File: config.mk
export PLATFORM = sky130hd
export DESIGN_NAME = signalling_indirect_access
export DESIGN_NICKNAME = d
export VERILOG_FILES = /design/src/signalling_indirect_access.v
export VERILOG_INCLUDE_DIRS = /design/src
export SDC_FILE = /design/constraint.sdc
export NUM_CORES = 1
export LEC_CHECK = 0
export ABC_AREA = 1
export BUFFER_PORTS_ARGS = -buffer_cell sky130_fd_sc_hd__buf_2
export CORE_MARGIN = 3
export CORE_UTILIZATION = 50
export CTS_CLUSTER_SIZE = 8
export DETAILED_ROUTE_END_ITERATION = 10
export PLACE_DENSITY = 0.68
export SYNTH_ARGS = -nofsm -noshare
export SYNTH_HDL_FRONTEND = slang
export SYNTH_SLANG_ARGS = --single-unit
export TNS_END_PERCENT = 100
File: constraint.sdc
create_clock -name clk_i -period 12.3 [get_ports clk_i]
set_input_delay 1.23 -clock clk_i [delete_from_list [all_inputs] [get_ports clk_i]]
set_output_delay 1.23 -clock clk_i [all_outputs]
set_load 0.005 [all_outputs]
File: src/signalling_extractor_regs.vh
// Constants for the signalling extractor indirect access block
// How it works
// Writing a valid index and operation to address/control starts one internal access.
// Bit 7 of address/control selects internal read at 1, write at 0.
// Index sits in bits 5..0; bit 6 unused; used bits reset to zero.
// Data buffer holds a nibble: write data, or read result after completion.
// Host loads the data nibble before writing index with write operation.
// Read request returns the addressed nibble into the buffer within 640 ns.
// Top index bit selects channel configuration at 1, signalling data at 0.
// Indices 01h-18h are channel 1-24 signalling; 19h-1Fh are ignored.
// Index 20h is extractor configuration; 21h-38h channel configuration; rest ignored.
// Signalling read returns A, B, C, D in bits 3..0, upper bits zero.
// In twelve-frame superframe formats returned C equals A and D equals B.
// Returned signalling is the state from the third most recent superframe.
// With debounce, state changes only after two consecutive equal superframes.
// Channel configuration bit 0 enables debounce for that channel.
// Channel configuration bit 3 inverts channel data; framing bits pass unchanged.
// Channel configuration bit 2 forces the channel byte LSB to the level bit.
// Bit 1 sets the forced level; inverted when inversion is also enabled.
// Busy flag stays high during an internal access and drops on completion.
// Per-channel inversion, fixing and debounce act only while function enable is set.
// Host must set indirect access enable; it resets to zero.
// Unused bits read as zero and writes to them are discarded.
`ifndef SIG_EXTRACT_REGS_VH
`define SIG_EXTRACT_REGS_VH

`define ADDR_EXTR_CONFIG  8'h40
`define ADDR_ACCESS_STAT  8'h41
`define ADDR_IND_ADDR_CTL 8'h42
`define ADDR_IND_DATA_BUF 8'h43

`define CFG_FUNC_EN_BIT     0
`define CFG_INDIRECT_EN_BIT 1
`define CFG_FMS0_BIT 2
`define CFG_FMS1_BIT 3
`define CFG_ESF_BIT  4
`define CFG_RESET    5'h00

`define ACTL_RNW_BIT 7
`define ACTL_RESET   7'h00
`define DBUF_RESET   4'h0
`define STAT_BUSY_BIT 7

`define CH_DEBOUNCE_BIT 0
`define CH_LEVEL_BIT    1
`define CH_FIX_BIT      2
`define CH_INVERT_BIT   3
`define CH_CFG_RESET 4'h0
`define SIG_RESET    4'h0

`define NUM_CHAN     24
`define IDX_CH_LAST  5'h18
`define IDX_EXTR_CFG 6'h20

`define CLK_PERIOD_NS 10
`define ACCESS_MAX_NS 640
`define ACCESS_MAX_CYC (`ACCESS_MAX_NS / `CLK_PERIOD_NS)
`define ACCESS_LAT_CYC 4'h4

`endif

File: src/signalling_indirect_access.v
// Indirect access path and receive per-channel processing of the signalling extractor
//
// Design decision made here: the strobed register port.
`timescale 1ns/1ps
`include "signalling_extractor_regs.vh"

module signalling_indirect_access
(
  input  wire       clk_i,
  input  wire       sys_rst_i,
  input  wire [7:0] addr_i,
  input  wire [7:0] wdata_i,
  input  wire       wr_i,
  input  wire       rd_i,
  output reg  [7:0] rdata_o,
  input  wire       pcm_valid_i,
  input  wire [7:0] pcm_data_i,
  input  wire       pcm_fbit_i,
  input  wire [4:0] pcm_chan_i,
  output reg        pcm_valid_o,
  output reg  [7:0] pcm_data_o,
  output reg        pcm_fbit_o,
  input  wire       sig_upd_i,
  input  wire [4:0] sig_chan_i,
  input  wire [3:0] sig_abcd_i
);

  localparam ST_IDLE = 1'b0;
  localparam ST_BUSY = 1'b1;
  // Last count of a fixed-length access
  localparam [3:0] CNT_LAST = `ACCESS_LAT_CYC - 4'h1;

  reg  [4:0] extr_cfg_reg;
  reg        rnw_reg;
  reg  [5:0] idx_reg;
  reg  [3:0] dbuf_reg;
  reg        state_reg;
  reg  [3:0] cnt_reg;

  wire       esf_w;
  wire       fms0_w;
  wire       func_en_w;
  wire       indirect_en_w;
  wire       sig_off_w;
  wire       busy_w;

  wire       wr_cfg_w;
  wire       wr_actl_w;
  wire       wr_dbuf_w;
  wire       idx_sig_ok_w;
  wire       idx_cfg_ok_w;
  wire [5:0] req_idx_w;
  wire       req_ok_w;
  wire       start_w;
  wire       done_w;
  wire       acc_wr_w;
  wire       acc_rd_w;
  wire [4:0] acc_ch_w;
  wire       acc_ch_ok_w;
  wire       acc_ch_wr_w;
  wire       acc_ext_wr_w;

  wire [3:0] ch_cfg_w [1:`NUM_CHAN];
  wire [3:0] ch_sig_w [1:`NUM_CHAN];

  reg  [3:0] rd_nib;
  reg  [3:0] sig_view;
  reg  [7:0] rd_mux;
  reg  [3:0] pcm_cfg;
  reg  [7:0] pcm_proc;
  reg        invert_en;
  reg        fix_en;

  assign esf_w  = extr_cfg_reg[`CFG_ESF_BIT];
  assign fms0_w = extr_cfg_reg[`CFG_FMS0_BIT];
  assign func_en_w     = extr_cfg_reg[`CFG_FUNC_EN_BIT];
  assign indirect_en_w = extr_cfg_reg[`CFG_INDIRECT_EN_BIT];
  // Extraction and fixing off in non-ESF mode with FMS0 set
  assign sig_off_w = ~esf_w & fms0_w;
  // busy while access runs
  assign busy_w = (state_reg == ST_BUSY);

  assign wr_cfg_w  = wr_i & (addr_i == `ADDR_EXTR_CONFIG);
  assign wr_actl_w = wr_i & (addr_i == `ADDR_IND_ADDR_CTL);
  assign wr_dbuf_w = wr_i & (addr_i == `ADDR_IND_DATA_BUF);

  assign req_idx_w = wdata_i[5:0];
  // signalling indices 01h-18h only
  assign idx_sig_ok_w = ~req_idx_w[5] & (req_idx_w[4:0] != 5'h00)
                        & (req_idx_w[4:0] <= `IDX_CH_LAST);
  // 20h plus 21h-38h only
  assign idx_cfg_ok_w = req_idx_w[5] & (req_idx_w[4:0] <= `IDX_CH_LAST);
  // signalling data cannot be written
  assign req_ok_w = idx_cfg_ok_w | (idx_sig_ok_w & wdata_i[`ACTL_RNW_BIT]);
  // valid write starts one access
  assign start_w = wr_actl_w & ~busy_w & indirect_en_w & req_ok_w;

  assign done_w   = busy_w & (cnt_reg == CNT_LAST);
  assign acc_wr_w = done_w & ~rnw_reg;
  assign acc_rd_w = done_w & rnw_reg;
  assign acc_ch_w = idx_reg[4:0];
  assign acc_ch_ok_w  = (acc_ch_w != 5'h00);
  // top index bit picks configuration
  assign acc_ch_wr_w  = acc_wr_w & idx_reg[5] & acc_ch_ok_w;
  assign acc_ext_wr_w = acc_wr_w & (idx_reg == `IDX_EXTR_CFG);

  // Extractor configuration
  always @(posedge clk_i or posedge sys_rst_i)
  begin
    if (sys_rst_i)
    begin
      extr_cfg_reg <= `CFG_RESET;
    end
    // Internal write keeps the format bit
    else if (acc_ext_wr_w)
    begin
      extr_cfg_reg[3:0] <= dbuf_reg;
    end
    // enable bit reset low, set by host
    else if (wr_cfg_w)
    begin
      extr_cfg_reg <= wdata_i[4:0];
    end
  end

  // Address/control register
  always @(posedge clk_i or posedge sys_rst_i)
  begin
    if (sys_rst_i)
    begin
      rnw_reg <= 1'b0;
      idx_reg <= 6'h00;
    end
    // Writes during a running access dropped whole
    // index in 5..0, bit 6 dropped
    else if (wr_actl_w & ~busy_w)
    begin
      rnw_reg <= wdata_i[`ACTL_RNW_BIT];
      idx_reg <= req_idx_w;
    end
  end

  // Access sequencer
  always @(posedge clk_i or posedge sys_rst_i)
  begin
    if (sys_rst_i)
    begin
      state_reg <= ST_IDLE;
      cnt_reg   <= 4'h0;
    end
    else
    begin
      case (state_reg)
        ST_IDLE:
        begin
          // Counter parked at zero while idle
          cnt_reg <= 4'h0;
          if (start_w)
          begin
            state_reg <= ST_BUSY;
          end
        end
        ST_BUSY:
        begin
          // completes well inside the bound
          if (done_w)
          begin
            state_reg <= ST_IDLE;
            cnt_reg   <= 4'h0;
          end
          else
          begin
            cnt_reg <= cnt_reg + 4'h1;
          end
        end
        default:
        begin
          state_reg <= ST_IDLE;
          cnt_reg   <= 4'h0;
        end
      endcase
    end
  end

  // data buffer, read result wins over host write
  always @(posedge clk_i or posedge sys_rst_i)
  begin
    if (sys_rst_i)
    begin
      dbuf_reg <= `DBUF_RESET;
    end
    else if (acc_rd_w)
    begin
      dbuf_reg <= rd_nib;
    end
    // host loads write nibble first
    else if (wr_dbuf_w)
    begin
      dbuf_reg <= wdata_i[3:0];
    end
  end

  // Per-channel configuration and signalling history
  genvar gi;
  generate
    for (gi = 1; gi <= `NUM_CHAN; gi = gi + 1)
    begin : chan
      reg  [3:0] cfg_reg;
      reg  [3:0] sf1_reg;
      reg  [3:0] sf2_reg;
      reg  [3:0] sf3_reg;
      wire       debounce_w;
      wire       upd_w;
      // Channel number at channel field width
      localparam [4:0] CH_NUM = gi;

      // bit 0 enables debounce
      // gated by function enable
      assign debounce_w = func_en_w & cfg_reg[`CH_DEBOUNCE_BIT];
      assign upd_w      = sig_upd_i & (sig_chan_i == CH_NUM);

      always @(posedge clk_i or posedge sys_rst_i)
      begin
        if (sys_rst_i)
        begin
          cfg_reg <= `CH_CFG_RESET;
        end
        // 21h-38h map to channels
        else if (acc_ch_wr_w & (acc_ch_w == CH_NUM))
        begin
          cfg_reg <= dbuf_reg;
        end
      end

      always @(posedge clk_i or posedge sys_rst_i)
      begin
        if (sys_rst_i)
        begin
          sf1_reg <= `SIG_RESET;
          sf2_reg <= `SIG_RESET;
          sf3_reg <= `SIG_RESET;
        end
        else if (upd_w)
        begin
          // three superframes deep
          sf1_reg <= sig_abcd_i;
          sf2_reg <= sf1_reg;
          // accept only two equal superframes
          if (~debounce_w | (sf1_reg == sf2_reg))
          begin
            sf3_reg <= sf2_reg;
          end
        end
      end

      assign ch_cfg_w[gi] = cfg_reg;
      assign ch_sig_w[gi] = sf3_reg;
    end
  endgenerate

  // Internal read value
  always @*
  begin
    sig_view = 4'h0;
    rd_nib   = 4'h0;
    // Ignored indices read as zero
    if (acc_ch_ok_w & (acc_ch_w <= `IDX_CH_LAST))
    begin
      sig_view = ch_sig_w[acc_ch_w];
    end
    // C=A and D=B outside ESF
    if (~esf_w)
    begin
      sig_view = {sig_view[3], sig_view[2], sig_view[3], sig_view[2]};
    end
    if (sig_off_w)
    begin
      sig_view = 4'h0;
    end
    if (idx_reg[5])
    begin
      if (idx_reg == `IDX_EXTR_CFG)
      begin
        rd_nib = extr_cfg_reg[3:0];
      end
      else if (acc_ch_ok_w & (acc_ch_w <= `IDX_CH_LAST))
      begin
        rd_nib = ch_cfg_w[acc_ch_w];
      end
    end
    else
    begin
      // A,B,C,D in bits 3..0
      rd_nib = sig_view;
    end
  end

  // Host register read
  always @*
  begin
    rd_mux = 8'h00;
    // unused bits read zero
    case (addr_i)
      `ADDR_EXTR_CONFIG:  rd_mux = {3'h0, extr_cfg_reg};
      `ADDR_ACCESS_STAT:  rd_mux = {busy_w, 7'h00};
      `ADDR_IND_ADDR_CTL: rd_mux = {rnw_reg, 1'b0, idx_reg};
      `ADDR_IND_DATA_BUF: rd_mux = {4'h0, dbuf_reg};
      default:            rd_mux = 8'h00;
    endcase
  end

  always @(posedge clk_i or posedge sys_rst_i)
  begin
    if (sys_rst_i)
    begin
      rdata_o <= 8'h00;
    end
    else if (rd_i)
    begin
      rdata_o <= rd_mux;
    end
    // Read data stands for one cycle only
    else
    begin
      rdata_o <= 8'h00;
    end
  end

  // Receive PCM processing
  always @*
  begin
    pcm_cfg   = 4'h0;
    pcm_proc  = pcm_data_i;
    invert_en = 1'b0;
    fix_en    = 1'b0;
    if ((pcm_chan_i != 5'h00) & (pcm_chan_i <= `IDX_CH_LAST))
    begin
      pcm_cfg = ch_cfg_w[pcm_chan_i];
    end
    // inversion skips framing bits
    // only with function enable
    invert_en = func_en_w & pcm_cfg[`CH_INVERT_BIT] & ~pcm_fbit_i;
    // fix LSB when enabled
    fix_en = func_en_w & pcm_cfg[`CH_FIX_BIT] & ~pcm_fbit_i & ~sig_off_w;
    if (invert_en)
    begin
      pcm_proc = ~pcm_data_i;
    end
    if (fix_en)
    begin
      // level flips under inversion
      pcm_proc[0] = pcm_cfg[`CH_LEVEL_BIT] ^ invert_en;
    end
  end

  always @(posedge clk_i or posedge sys_rst_i)
  begin
    if (sys_rst_i)
    begin
      pcm_valid_o <= 1'b0;
      pcm_data_o  <= 8'h00;
      pcm_fbit_o  <= 1'b0;
    end
    else
    begin
      pcm_valid_o <= pcm_valid_i;
      // Data holds between valid bytes
      if (pcm_valid_i)
      begin
        pcm_data_o <= pcm_proc;
        pcm_fbit_o <= pcm_fbit_i;
      end
    end
  end

endmodule

* Word-level counts from Yosys, hierarchy flattened
Index checks and enable logic that the tools add are counted.
** Storage, ports and cells
- Output and inout bits :: 18
- Bits in registers :: 423
- Input bits :: 45
** Cells by class
- Mux-type cells :: 29
- Magnitude comparators :: 5
- Bitwise operators :: 156
- Add/subtract/negate cells :: 1
- Equality and inequality tests :: 78
- Reduce and logical (&&, ||, !) cells :: 30
** Operators with widths (count)
- bitwise AND 1 bit :: 96
- == test 4 bit :: 24
- == test 5 bit, second input constant :: 18
- == test 5 x 4 -> 1 bit, second input constant :: 16
- two-way mux 4 bit :: 17
- binary-select mux 4 bit (select 5 bit) :: 3
- AND reduction 2 bit :: 25
- == test 5 x 3 -> 1 bit, second input constant :: 8
- == test 8 x 7 -> 1 bit, second input constant :: 4
- case mux 8 bit (4 select lines) :: 1
- inverter 1 bit :: 31
- OR 1 bit :: 25
- == test 5 x 2 -> 1 bit, second input constant :: 4
- two-way mux 8 bit :: 2
- <= comparator 5 bit, second input constant :: 3
- nonzero test 5 bit :: 3
- >= comparator 6 bit, second input constant :: 2
- inverter 5 -> 6 bit :: 2
- == test 5 x 1 -> 1 bit, second input constant :: 2
- inverter 8 bit :: 1
- case mux 4 bit (2 select lines) :: 1
- == test 6 bit, second input constant :: 1
- adder 4 x 1 -> 4 bit, second input constant :: 1
- == test 4 x 2 -> 1 bit, second input constant :: 1
- other kinds (5) :: 8

* Longest topological paths before layout
Gate-level depths: netlist (run 1).
- Depth after elaboration :: 9
- Depth in mapped cells :: 17
- Mapped depth without buffers :: 16

* Worst setup path after synthesis (run 1)
OpenSTA, ideal clock, no wires.
- Path type :: input to register
- From :: input addr_i[3]
- To :: register idx_reg[0]
- Stages :: 7
- Slack :: 9.870 ns
- Data arrival time :: 2.298 ns
- Data required time :: 12.168 ns
- Path through :: nor2_1 > inv_1 > nor4_4 > nand3_1 > clkbuf_1 > nand2_1 > o21ai_0
** On the way
- Longest elaborated chain between the ends :: 3
** Ends and longest elaborated chain
- start: declaration :: line signalling_indirect_access.v:11 : input wire [7:0] addr_i,
- == test 8 x 7 -> 1 bit
- bitwise AND 1 bit :: line signalling_indirect_access.v:84 : assign wr_actl_w = wr_i & (addr_i == `ADDR_IND_ADDR_CTL);
- bitwise AND 1 bit :: line signalling_indirect_access.v:136 : else if (wr_actl_w & ~busy_w)
- end signal: assignment :: line signalling_indirect_access.v:139 : idx_reg <= req_idx_w;
- end: declaration :: line signalling_indirect_access.v:35 : reg [5:0] idx_reg;
No other way between the ends.
A chain may end at the register's enable or synchronous reset.

* Worst setup path in the final report (run 1)
- From :: register idx_reg[0]
- To :: register dbuf_reg[1]
** On the way
- Longest elaborated chain between the ends :: 9
** Ends and longest elaborated chain
- inverter 5 -> 6 bit (not written as such) :: line signalling_indirect_access.v:269, signalling_indirect_access.v:288
- binary-select mux 4 bit (select 5 bit) :: line signalling_indirect_access.v:269 : sig_view = ch_sig_w[acc_ch_w];
- two-way mux 4 bit (not written as such) (2 in a row) :: line signalling_indirect_access.v:269
- two-way mux 4 bit :: line signalling_indirect_access.v:267 : if (acc_ch_ok_w & (acc_ch_w <= `IDX_CH_LAST))
- two-way mux 2 bit :: line signalling_indirect_access.v:272 : if (~esf_w)
- two-way mux 4 bit :: line signalling_indirect_access.v:276 : if (sig_off_w)
- two-way mux 4 bit (*) :: line signalling_indirect_access.v:280 : if (idx_reg[5])
- two-way mux 4 bit (*) :: line signalling_indirect_access.v:192 : else if (acc_rd_w)
- end signal: assignment :: line signalling_indirect_access.v:190 : dbuf_reg <= `DBUF_RESET;
- end signal: assignment :: line signalling_indirect_access.v:194 : dbuf_reg <= rd_nib;
- end signal: assignment :: line signalling_indirect_access.v:199 : dbuf_reg <= wdata_i[3:0];
- end: declaration :: line signalling_indirect_access.v:36 : reg [3:0] dbuf_reg;
Every way passes the cells marked *; elsewhere a longest branch is shown, timed or not. The select of a mux whose other input is x is not followed.

==> summary.md, run 1 <==
| Metric | Value |
|---|---|
| Combinational share of power | 13.4% |
| Antenna Violating Nets Remaining | 0 |
| Reg power frac | 48.6% |
| Starting DRT DRC Count | 1594 |
| Hpwl dp | 34510 um |
| Critical Path Start Type | flop |
| Hold_buf cts | 0 |
| Final Non-Filler Cells | 3014 |
| Reg2reg start | idx_reg[0] |
| Crit-path max FO | 43 |
| CTS resizes | 0 |
| Final #Nets | 2541 |
| Postcts setup bufs | 0 |
| Post-route cell area | 0.02221 mm2 |
| RePlAce Congestion | 0.8734 |
| Vias per inst | 5.438 |
| Vias in the first global route | 16020 |
| WL final | 52110 um |
| Worst slack, placed | 8.733 ns |
| Internal | 2.636 mW |
| Slew Limit Headroom | 27.08% |
| Worst setup margin | 8.812 ns |
| Seq/Total Area, Yosys | 52.96% |
| Final Hold Fails | 0 |
| Clock Tree Buf Depth | 3 |
| Ports | 63 |
| Synth Flop Type | dfrtp_1 |
| Initial core utilization | 51.12% |
| Antenna violations before repair | 0 |
| Net Sw Frac | 28.17% |
| Worst EP arrival | 4.03 ns |
| Hold Crit Start | cnt_reg[0] |
| DR WL/cell | 17.29 um |
| Syn. warnings | 0 |
| Slew Limit Fails | 0 |
| Cell Area, Synth | 0.01994 mm2 |
| GRT Resource Usage Total | 25.31% |
| Ys async rst share | 100.0% |
| Total Power | 3.669 mW |
| CTS Buf Count | 58 |
| Fin crit share | 28.36% |
| H-tree levels | 2 |
| Leak pwr | 10.60 nW |
| Die Height | 205.7 um |
| Worst skew pair latency | 0.60 ns |
| Inserted Diodes | 0 |
| Most frequent CP cell | nand2_1 |
| Worst-path cell chain | buf_4 -> nand2_1 -> inv_2 -> nand2_1 -> nand3_1 -> nand2_1 -> nand3_1 -> nand2_1 -> o21ai_1 -> nand2_1 -> nand3_1 -> nand2_1 -> nand2_1 |
| Clock network power share | 37.9% |
| Worst Skew | 0.01247 ns |
| DRT Pass-1 Iters | 6 |
| DR DRC count | 0 |
| Yosys reg bits | 422 |
| Syn_area_per_cell | 8.234 um2 |
| Area Overhead vs Synth | 11.38% |
| Post-Place Cells | 2953 |
| Clk root buf | clkbuf_16 |
| Hold Path Class | flop to flop |
| Clock slew seen by the registers of the worst setup and hold paths | 0.05 ns |
| RSZ-0062 raised after global routing | no |
| WS Path Type | flop to flop |
| Post-Syn Nets | 2468 |
| Shortest period the worst path allows | 3.488 ns |
| Site Rows | 72 |
| CTS tree | done |
| Global-route wire length before repair | 85150 um |
| Dpl cell area | 0.02071 mm2 |
| Post-Syn Instances | 2422 |
| Vias | 16390 |
| Power density cells | 165.2 mW/mm2 |
| Die width | 205.7 um |
| Fmax | 286.7 MHz |
| Hold WS | 0.4684 ns |
| Clk sinks | 422 |
| Status | completed |
| Setup Total Neg Slack | 0 ns |
| Number of enable flip-flop cells after synthesis | 0 |
| Synth cell types | 38 |
| Port Buffers | 60 |
| Die area | 0.04231 mm2 |
| Largest net degree at the start of global routing | 203 |
| Core Util, Final | 56.94% |
| Max-Cap Viols | 0 |
| CP peak stage delay | 0.86 ns |
| Setup-failing EPs final | 0 |
| Crit-path slowest cell | inv_2 |
| Switching power | 1.033 mW |
| Worst vdd ir | 0.0001019 V |
| Worst Max-Slew Pin Slew | 1.094 ns |
| Total grt overflow | 0 |
| Core box area | 0.03901 mm2 |
| Worst setup startpoint | idx_reg[0] |
| Worst EP required | 12.84 ns |
| Setup crit end kind | flop |
| Layout cells sized above 1 | 7.732% |
[critical path: cells and delay by family, from the launching register on]
| kind | cells | cell delay (ns) |
|---|---|---|
| DFF | 1 | 0.31 |
| buffers and inverters | 2 | 1.35 |
| AOI/OAI and AO/OA | 1 | 0.13 |
| and+or+nand+nor | 10 | 1.61 |
[final timing paths]
path | cells past startpoint | slack, ns | end
max in group asynchronous | 4 | 9.49 | chan[3].sf2_reg[1]
min | 1 | 0.47 | cnt_reg[0]
min reg2reg | 1 | 0.47 | cnt_reg[0]
max reg2reg | 13 | 8.81 | dbuf_reg[1]
max | 13 | 8.81 | dbuf_reg[1]
min in group asynchronous | 2 | 0.57 | pcm_data_o[1]
[layout make-up]
| cell class | count | area (um2) |
|---|---|---|
| Clock buffer | 59 | 1465 |
| Clock inverter | 2 | 36.28 |
| Fill cell | 3549 | 16800 |
| Inverter | 244 | 919.6 |
| Multi-Input combinational cell | 1693 | 8149 |
| Sequential cell | 422 | 10560 |
| Tap cell | 518 | 648.1 |
| Timing Repair Buffer | 76 | 432.9 |
[cells in the mapped netlist, types with 2 or more instances]
cell type	count	area share [%]
nand3_2	3	0.15
nand4_4	8	0.85
buf_2	25	0.63
nor2_1	88	1.7
inv_1	232	4.4
nand4_1	14	0.44
nand2_1	820	15
dfrtp_1	422	53
a21oi_1	42	1.1
o21a_1	5	0.19
nor2_4	4	0.23
nand3b_1	2	0.075
nor3_1	4	0.10
o22ai_1	4	0.13
nor4_1	24	0.75
nand2_2	6	0.19
buf_4	11	0.41
buf_6	2	0.11
o31ai_1	10	0.38
nor2_2	23	0.72
inv_2	7	0.13
xnor2_1	8	0.35
clkinv_1	5	0.094
nand3_1	71	1.8
o21ai_1	22	0.55
o211ai_1	7	0.26
o221ai_1	4	0.18
a22oi_1	16	0.60
clkbuf_1	25	0.47
o21ai_0	404	10
xor2_1	97	4.3
[metal layers]
| metal | up-vias | wire length, um | part of all wire [%] | GRT usage, % |
|---|---|---|---|---|
| met1 | 7905 | 23220 | 45 | 35.31 |
| met2 | 444 | 24430 | 47 | 40.33 |
| met5 | - | 0 | 0 | 0 |
| met4 | 0 | 1552 | 3.0 | 8.348 |
| li1 | 7931 | - | - | - |
| met3 | 109 | 2902 | 5.6 | 4.445 |
[kinds of logic (layout without fill, tap and decap cells)]
group                      count (synthesis)  count (layout)  synth area share [%]
xor gates and xnor gates                 105             105                 4.612
other                                      1               1               0.01880
DFF                                      422             422                 52.96
and+or+nand+nor                         1072            1072                 22.66
AOI/OAI and AO/OA                        514             514                 13.48
buffers and inverters                    307             381                 6.218
adders and majority gates                  1               1               0.06273
[layout by cell type (no fill, tap or decap), drive strengths merged, types with 4 or more instances in the layout]
master and instances:
o22ai 4, o21a 5, xor2 97, nor4 25, xnor2 8, dfrtp 422, a21oi 42, nand2 827
o31ai 10, o221ai 4, inv 239, o21ai 426, a22oi 16, clkinv 6, o211ai 7, nand4 22
nor3 5, nand3 74, buf 76, clkbuf 59, nor2 115
[power groups by stage]
| stage | clock network [mW] | registers (mW) | logic [mW] |
|---|---|---|---|
| floorplan | 0 | 1.76 | 0.374 |
| global placement | 0 | 1.79 | 0.475 |
| detailed placement | 0 | 1.80 | 0.493 |
| CTS | 1.42 | 1.78 | 0.498 |
| global route | 1.47 | 1.81 | 0.576 |
| finish | 1.39 | 1.78 | 0.493 |
Note: power is estimated with default switching activity, not from simulation.
==> inputs of run 2 (changes only) <==
--- a/config.mk
+++ b/config.mk
@@ -6,13 +6,13 @@
 export SDC_FILE = /design/constraint.sdc
 export NUM_CORES = 1
 export LEC_CHECK = 0
-export ABC_AREA = 1
+export ABC_AREA = 0
 export BUFFER_PORTS_ARGS = -buffer_cell sky130_fd_sc_hd__buf_2
 export CORE_MARGIN = 3
 export CORE_UTILIZATION = 50
 export CTS_CLUSTER_SIZE = 8
 export DETAILED_ROUTE_END_ITERATION = 10
-export PLACE_DENSITY = 0.68
+export PLACE_DENSITY = 0.65
 export SYNTH_ARGS = -nofsm -noshare
 export SYNTH_HDL_FRONTEND = slang
 export SYNTH_SLANG_ARGS = --single-unit
==> constraint.sdc (replaced) <==
create_clock -name clk_i -period 3.3 [get_ports clk_i]
set_input_delay 0.33 -clock clk_i [delete_from_list [all_inputs] [get_ports clk_i]]
set_output_delay 0.33 -clock clk_i [all_outputs]
set_load 0.005 [all_outputs]
==> run 2 against run 1 <==
  * Non-clock buffer count up 19
  * Register-to-register slack got worse by 8.2 ns
  * Combinational power rose to 2.7 times the previous value
  * Global-route usage shrank 3.4 points
  * Design area increased by 0.73%
  * Power rose to 3.4 times the previous value
==> summary.md, run 2 <==
| Metric | Value |
|---|---|
| GRT Resource Usage Total | 21.88% |
| Commonest non-fill, non-tap cell in the layout | dfrtp_1 |
| Shortest period the worst path allows | 2.721 ns |
| Inserted Diodes | 0 |
| Post-Syn Nets | 1444 |
| Critical Path Start Type | flop |
| Core box area | 0.03892 mm2 |
| Worst skew pair latency | 0.59 ns |
| Synth Area in Simple Gates | 5.020% |
| Slew Limit Headroom | 33.20% |
| Final #Nets | 1530 |
| Die Height | 205.1 um |
| Clock slew seen by the registers of the worst setup and hold paths | 0.05 ns |
| DRT Pass-1 Iters | 5 |
| Seq/Total Area, Yosys | 53.29% |
| Worst Skew | 0.009769 ns |
| Synth top area cells | dfrtp_1 (53%), mux2_2 (23%), mux4_2 (6.0%) |
| DR DRC count | 0 |
| DR WL/cell | 22.08 um |
| Starting DRT DRC Count | 797 |
| Worst setup margin | 0.5789 ns |
| Worst Max-Slew Pin Slew | 1.002 ns |
| Largest net degree at the start of global routing | 126 |
| Worst slack, placed | 0.5052 ns |
| Layout cells sized above 1 | 41.60% |
| Total grt overflow | 0 |
| RePlAce Congestion | 0.8058 |
| Final Non-Filler Cells | 2006 |
| Fmax | 367.5 MHz |
| Hold WS | 0.05248 ns |
| Number of enable flip-flop cells after synthesis | 0 |
| Global-route wire length before repair | 71170 um |
| Hold Path Class | primary input to flop |
| Synth cell types | 62 |
| Largest family of logic cells by synthesized area | multiplexers |
| Die width | 205.1 um |
| Antenna Violating Nets Remaining | 0 |
| CTS Buf Count | 58 |
| Cell depth of the worst hold path | 3 |
| Cell Area, Synth | 0.01982 mm2 |
| Setup-failing EPs final | 0 |
| Final Hold Fails | 0 |
| Die area | 0.04206 mm2 |
| Leak pwr | 10.17 nW |
| Top post-synthesis cells by count | dfrtp_1 (422), mux2_2 (406), xnor2_1 (103) |
| Reg2Reg Depth | 7 |
| Worst EP required | 3.75 ns |
| Syn. warnings | 0 |
| Port Buffers | 60 |
| Hold_buf cts | 7 |
| Most frequent cells in the layout | dfrtp_1 (420), mux2_2 (406), xnor2_1 (103) |
| Vias per inst | 5.827 |
| Mux share of post-synthesis cell area | 31.77% |
| Worst EP arrival | 3.18 ns |
| Ys async rst share | 100.0% |
| Clk sinks | 422 |
| Most common cell in the netlist | dfrtp_1 |
| WL final | 44290 um |
| Complex-gate fraction of the synthesized area | 3.504% |
| Xor-xnor portion of the synthesized cell area | 4.597% |
| Worst vdd ir | 0.0003894 V |
| Clock Tree Buf Depth | 3 |
| RSZ-0062 raised after global routing | no |
| Hpwl dp | 29910 um |
| Status | completed |
| CTS resizes | 0 |
| Yosys top cell by area | dfrtp_1 |
| Crit-path max FO | 27 |
| Fill count | 3134 |
| CTS tree | done |
| Fin crit share | 82.46% |
| Vias | 11690 |
| WS Path Type | flop to flop |
| Ports | 63 |
| Vias in the first global route | 12290 |
| Antenna violations before repair | 3 |
| Initial core utilization | 50.92% |
| Power density cells | 563.2 mW/mm2 |
| Setup crit end kind | flop |
| H-tree levels | 2 |
| Postcts setup bufs | 0 |
| Area Overhead vs Synth | 12.91% |
| Post-Syn Instances | 1398 |
| Syn_area_per_cell | 14.17 um2 |
| Yosys reg bits | 422 |
| Total Power | 12.60 mW |
| Clk root buf | clkbuf_16 |
| Max-Cap Viols | 0 |
| Site Rows | 72 |
| Yosys top cell area share | 53.29% |
| Slew Limit Fails | 0 |
| Post-Place Cells | 1935 |
| Synth Flop Type | dfrtp_1 |
| Synth Area in Adders | 0.06314% |
## run 2: cell count changes in the layout (fill, tap and decap cells not counted), moves of 32 or more
| cell | previous run | this run |
|---|---|---|
| inv_1 | 231 | 10 |
| mux2_2 | 0 | 406 |
| mux2i_1 | 0 | 32 |
| mux4_2 | 0 | 53 |
| nand2_1 | 820 | 41 |
| nand3_1 | 71 | 16 |
| nor2_1 | 87 | 37 |
| o21ai_0 | 404 | 6 |
| xnor2_1 | 8 | 103 |
| xor2_1 | 97 | 1 |
## run 2: final timing paths
check | from | to | slack, ns
setup / recovery | idx_reg[0] | dbuf_reg[1] | 0.58
hold / removal | wdata_i[2] | idx_reg[2] | 0.05
setup reg to reg | idx_reg[0] | dbuf_reg[1] | 0.58
hold reg to reg | cnt_reg[0] | cnt_reg[0] | 0.47
max in group asynchronous | sys_rst_i | chan[16].sf2_reg[3] | 1.98
min in group asynchronous | sys_rst_i | rdata_o[2] | 0.31
## run 2: cell families after synthesis
logic type | after synthesis
compound gates | 102
other cells | 1
buf+inv | 81
fa+ha+maj | 1
simple gates | 188
mux | 499
xor+xnor | 104
flops | 422
## run 2: power by group
part | leakage [nW] | internal (mW) | switching (mW)
clock | 0.750 | 3.14 | 2.07
combinational | 3.74 | 0.767 | 0.555
sequential | 5.67 | 5.65 | 0.426
total | 10.2 | 9.55 | 3.05
## run 2: cell type report
type	instances	area [um2]	share of cell area, %
timing repair buffer	95	668.1	2.986
clock inverter	2	32.53	0.1454
clock buffer	62	1498	6.694
inverter	12	48.80	0.2181
tap	518	648.1	2.897
sequential	422	10570	47.22
multi-input combinational	895	8912	39.84
## run 2: metal layers
layer / wire length (um) / GRT usage [%] / up-vias / part of all wire, %
met5: 34 / 0 / - / 0.077
met4: 1166 / 6.395 / 6 / 2.6
met3: 1954 / 4.545 / 85 / 4.4
met2: 20750 / 34.66 / 219 / 47
met1: 20380 / 30.76 / 6051 / 46
li1: - / - / 5327 / -
## run 2: critical path, stage by stage, from the launching register on
cell and delay, ns:
dfrtp_4 0.75, buf_12 0.27, mux4_2 0.56, mux2i_1 0.25
o211ai_1 0.19, o211ai_1 0.22, a22o_1 0.21, a32oi_1 0.10
## run 2: metrics by stage
step	util, %	instance area, um2	setup TNS [ns]
2_1_floorplan	-	19820	-1149.31
3_3_place_gp	53.38	20770	0
3_5_place_dp	53.38	20770	0
4_1_cts	57.49	22370	0
5_1_grt	57.49	22370	0
6_report	57.49	22370	0
==> inputs of run 3 (changes only) <==
==> constraint.sdc (replaced) <==
create_clock -name clk_i -period 2.68 [get_ports clk_i]
set_input_delay 0.268 -clock clk_i [delete_from_list [all_inputs] [get_ports clk_i]]
set_output_delay 0.268 -clock clk_i [all_outputs]
set_load 0.005 [all_outputs]
==> run 3 against run 2 <==
  * Sequential power rose by 23%
  * First-iteration DRC count shrank 21%
  * Clock-buffer cell count up 1
  * Via count grew 2.8%
  * Worst setup slack worse by 0.47 ns
  * Clock power is 22% higher
  * Power grew 23%
  * Clock skew grew 0.0046 ns
  * Routed wire length rose by 3.1%
  * Sequential share of layout area decreased by 1.0 points
  * Non-clock buffer count rose by 61
  * Global-route usage rose by 0.40 points
  * Highest routed layer unchanged
==> summary.md, run 3 (synthesis gave the netlist of run 2 again) <==
| Metric | Value |
|---|---|
| Slew Limit Fails | 0 |
| Met1 Usage GRT | 30.53% |
| Total Power | 15.51 mW |
| Final #Nets | 1591 |
| Die Height | 205.1 um |
| Worst skew pair latency | 0.59 ns |
| Vias per inst | 5.816 |
| Slew Limit Headroom | 34.82% |
| Global-route wire length before repair | 72440 um |
| RSZ-0062 raised after global routing | no |
| Reg2reg start | idx_reg[0] |
| WS Path Type | flop to flop |
| Flop-to-flop setup slack | 0.11 ns |
| Hold Crit Start | pcm_data_i[2] |
| CP peak stage delay | 0.63 ns |
| Ports | 63 |
| Met2 Use GR | 36.33% |
| Worst slack, placed | 0.05682 ns |
| Worst Skew | 0.01436 ns |
| Layout cells sized above 1 | 43.58% |
| GRT Resource Usage Total | 22.28% |
| Final Hold Fails | 0 |
| Setup crit end kind | flop |
| DR WL/cell | 22.09 um |
| Die width | 205.1 um |
| Post-route cell area | 0.02287 mm2 |
| Starting DRT DRC Count | 629 |
| RR Endpoint | dbuf_reg[2] |
| Hold Path Class | primary input to flop |
| Core box area | 0.03892 mm2 |
| Worst EP required | 3.12 ns |
| Hpwl dp | 31100 um |
| Worst Max-Slew Pin Slew | 0.9778 ns |
| Power density cells | 678.0 mW/mm2 |
| Post-Place Cells | 1991 |
| WL final | 45650 um |
| Crit-path leading delay family | multiplexers |
| Antenna Violating Nets Remaining | 0 |
| CTS Buf Count | 58 |
| Max-Cap Viols | 0 |
| Port Buffers | 60 |
| Clk root buf | clkbuf_16 |
| Cell depth of the worst hold path | 3 |
| Vias | 12020 |
| Die area | 0.04206 mm2 |
| Top Usage Layer GRT | met2 |
| CTS tree | done |
| Commonest non-fill, non-tap cell in the layout | dfrtp_1 |
| Vias in the first global route | 12610 |
| DRT Pass-1 Iters | 7 |
| Site Rows | 72 |
| Fmax | 388.8 MHz |
| Crit-path max FO | 12 |
| Shortest period the worst path allows | 2.572 ns |
| CP bufs+invs | 1 |
| Fin crit share | 95.98% |
| Met3 Use GR | 4.465% |
| Initial core utilization | 50.92% |
| Worst-path cell chain | buf_16 -> mux4_2 -> mux4_2 -> o21a_1 -> a21oi_1 -> a22oi_1 |
| Leak pwr | 10.47 nW |
| Worst vdd ir | 0.0005242 V |
| Final Non-Filler Cells | 2067 |
| Clock slew seen by the registers of the worst setup and hold paths | 0.06 ns |
| Inserted Diodes | 0 |
| Worst Hold Path EP | pcm_data_o[2] |
| RePlAce Congestion | 0.7753 |
| Dpl cell area | 0.02123 mm2 |
| Worst setup margin | 0.1079 ns |
| Clk sinks | 422 |
| Antenna violations before repair | 3 |
| Worst EP arrival | 3.01 ns |
| Reg2Reg Depth | 6 |
| Most frequent CP cell | mux4_2 |
| Area Overhead vs Synth | 15.41% |
| DR DRC count | 0 |
| Clock Tree Buf Depth | 3 |
| Most frequent cells in the layout | dfrtp_1 (420), mux2_2 (406), xnor2_1 (103) |
| Total grt overflow | 0 |
| H-tree levels | 2 |
| Status | completed |
| Hold WS | 0.03474 ns |
| Crit-path slowest cell | dfrtp_4 |
| Critical Path Start Type | flop |
| Setup-failing EPs final | 0 |
| Largest net degree at the start of global routing | 108 |
run 3: repair_timing:
action                                  in CTS  in global routing
buffers inserted                             0                  1
hold buffers                                11                  0
gates resized for setup                      0                  1
endpoints found under the setup margin       0                 32
hold endpoints to repair                    36                  0
run 3: cell type report:
class | instances | area (um2)
Tap cell | 518 | 648.1
Inverter | 12 | 48.80
Multi-Input combinational cell | 895 | 8914
Clock inverter | 1 | 8.758
Fill cell | 3128 | 16050
Timing Repair Buffer | 156 | 1194
Clock buffer | 63 | 1491
Sequential cell | 422 | 10570
run 3: power breakdown:
group	total, mW	switching (mW)	internal, mW
clock	6.34	2.51	3.83
combinational	1.70	0.717	0.979
sequential	7.47	0.514	6.96
run 3: worst register-to-register path: cells and delay by family, from the launching register on:
family	cells	cell delay [ns]
flops	1	0.63
compound gates	3	0.50
mux	2	1.07
buf+inv	1	0.22
run 3: through the flow:
stage | util, % | TNS (ns)
after detailed placement | 54.55 | 0
after global placement | 54.55 | 0
final | 58.76 | 0
after global routing | 58.76 | 0
after CTS | 58.69 | 0
after floorplan | - | -1384.79
run 3: routing by layer:
layer | part of all wire, % | wire length [um]
met1 | 45 | 20460
met2 | 48 | 21780
met3 | 4.9 | 2252
met4 | 2.5 | 1123
met5 | 0.090 | 41
run 3: how the worst max path moves through the flow:
| stage | from | end | slack (ns) | cells past startpoint |
|---|---|---|---|---|
| global placement | idx_reg[0] | dbuf_reg[2] | 0.05 | 5 |
| CTS | idx_reg[0] | dbuf_reg[2] | 0.03 | 5 |
| global route | cnt_reg[0] | chan[7].cfg_reg[0] | 0.01 | 7 |
| floorplan | sys_rst_i | busy_w | -3.28 | 1 |
| finish | idx_reg[0] | dbuf_reg[2] | 0.11 | 6 |
| detailed placement | idx_reg[0] | dbuf_reg[2] | 0.06 | 5 |
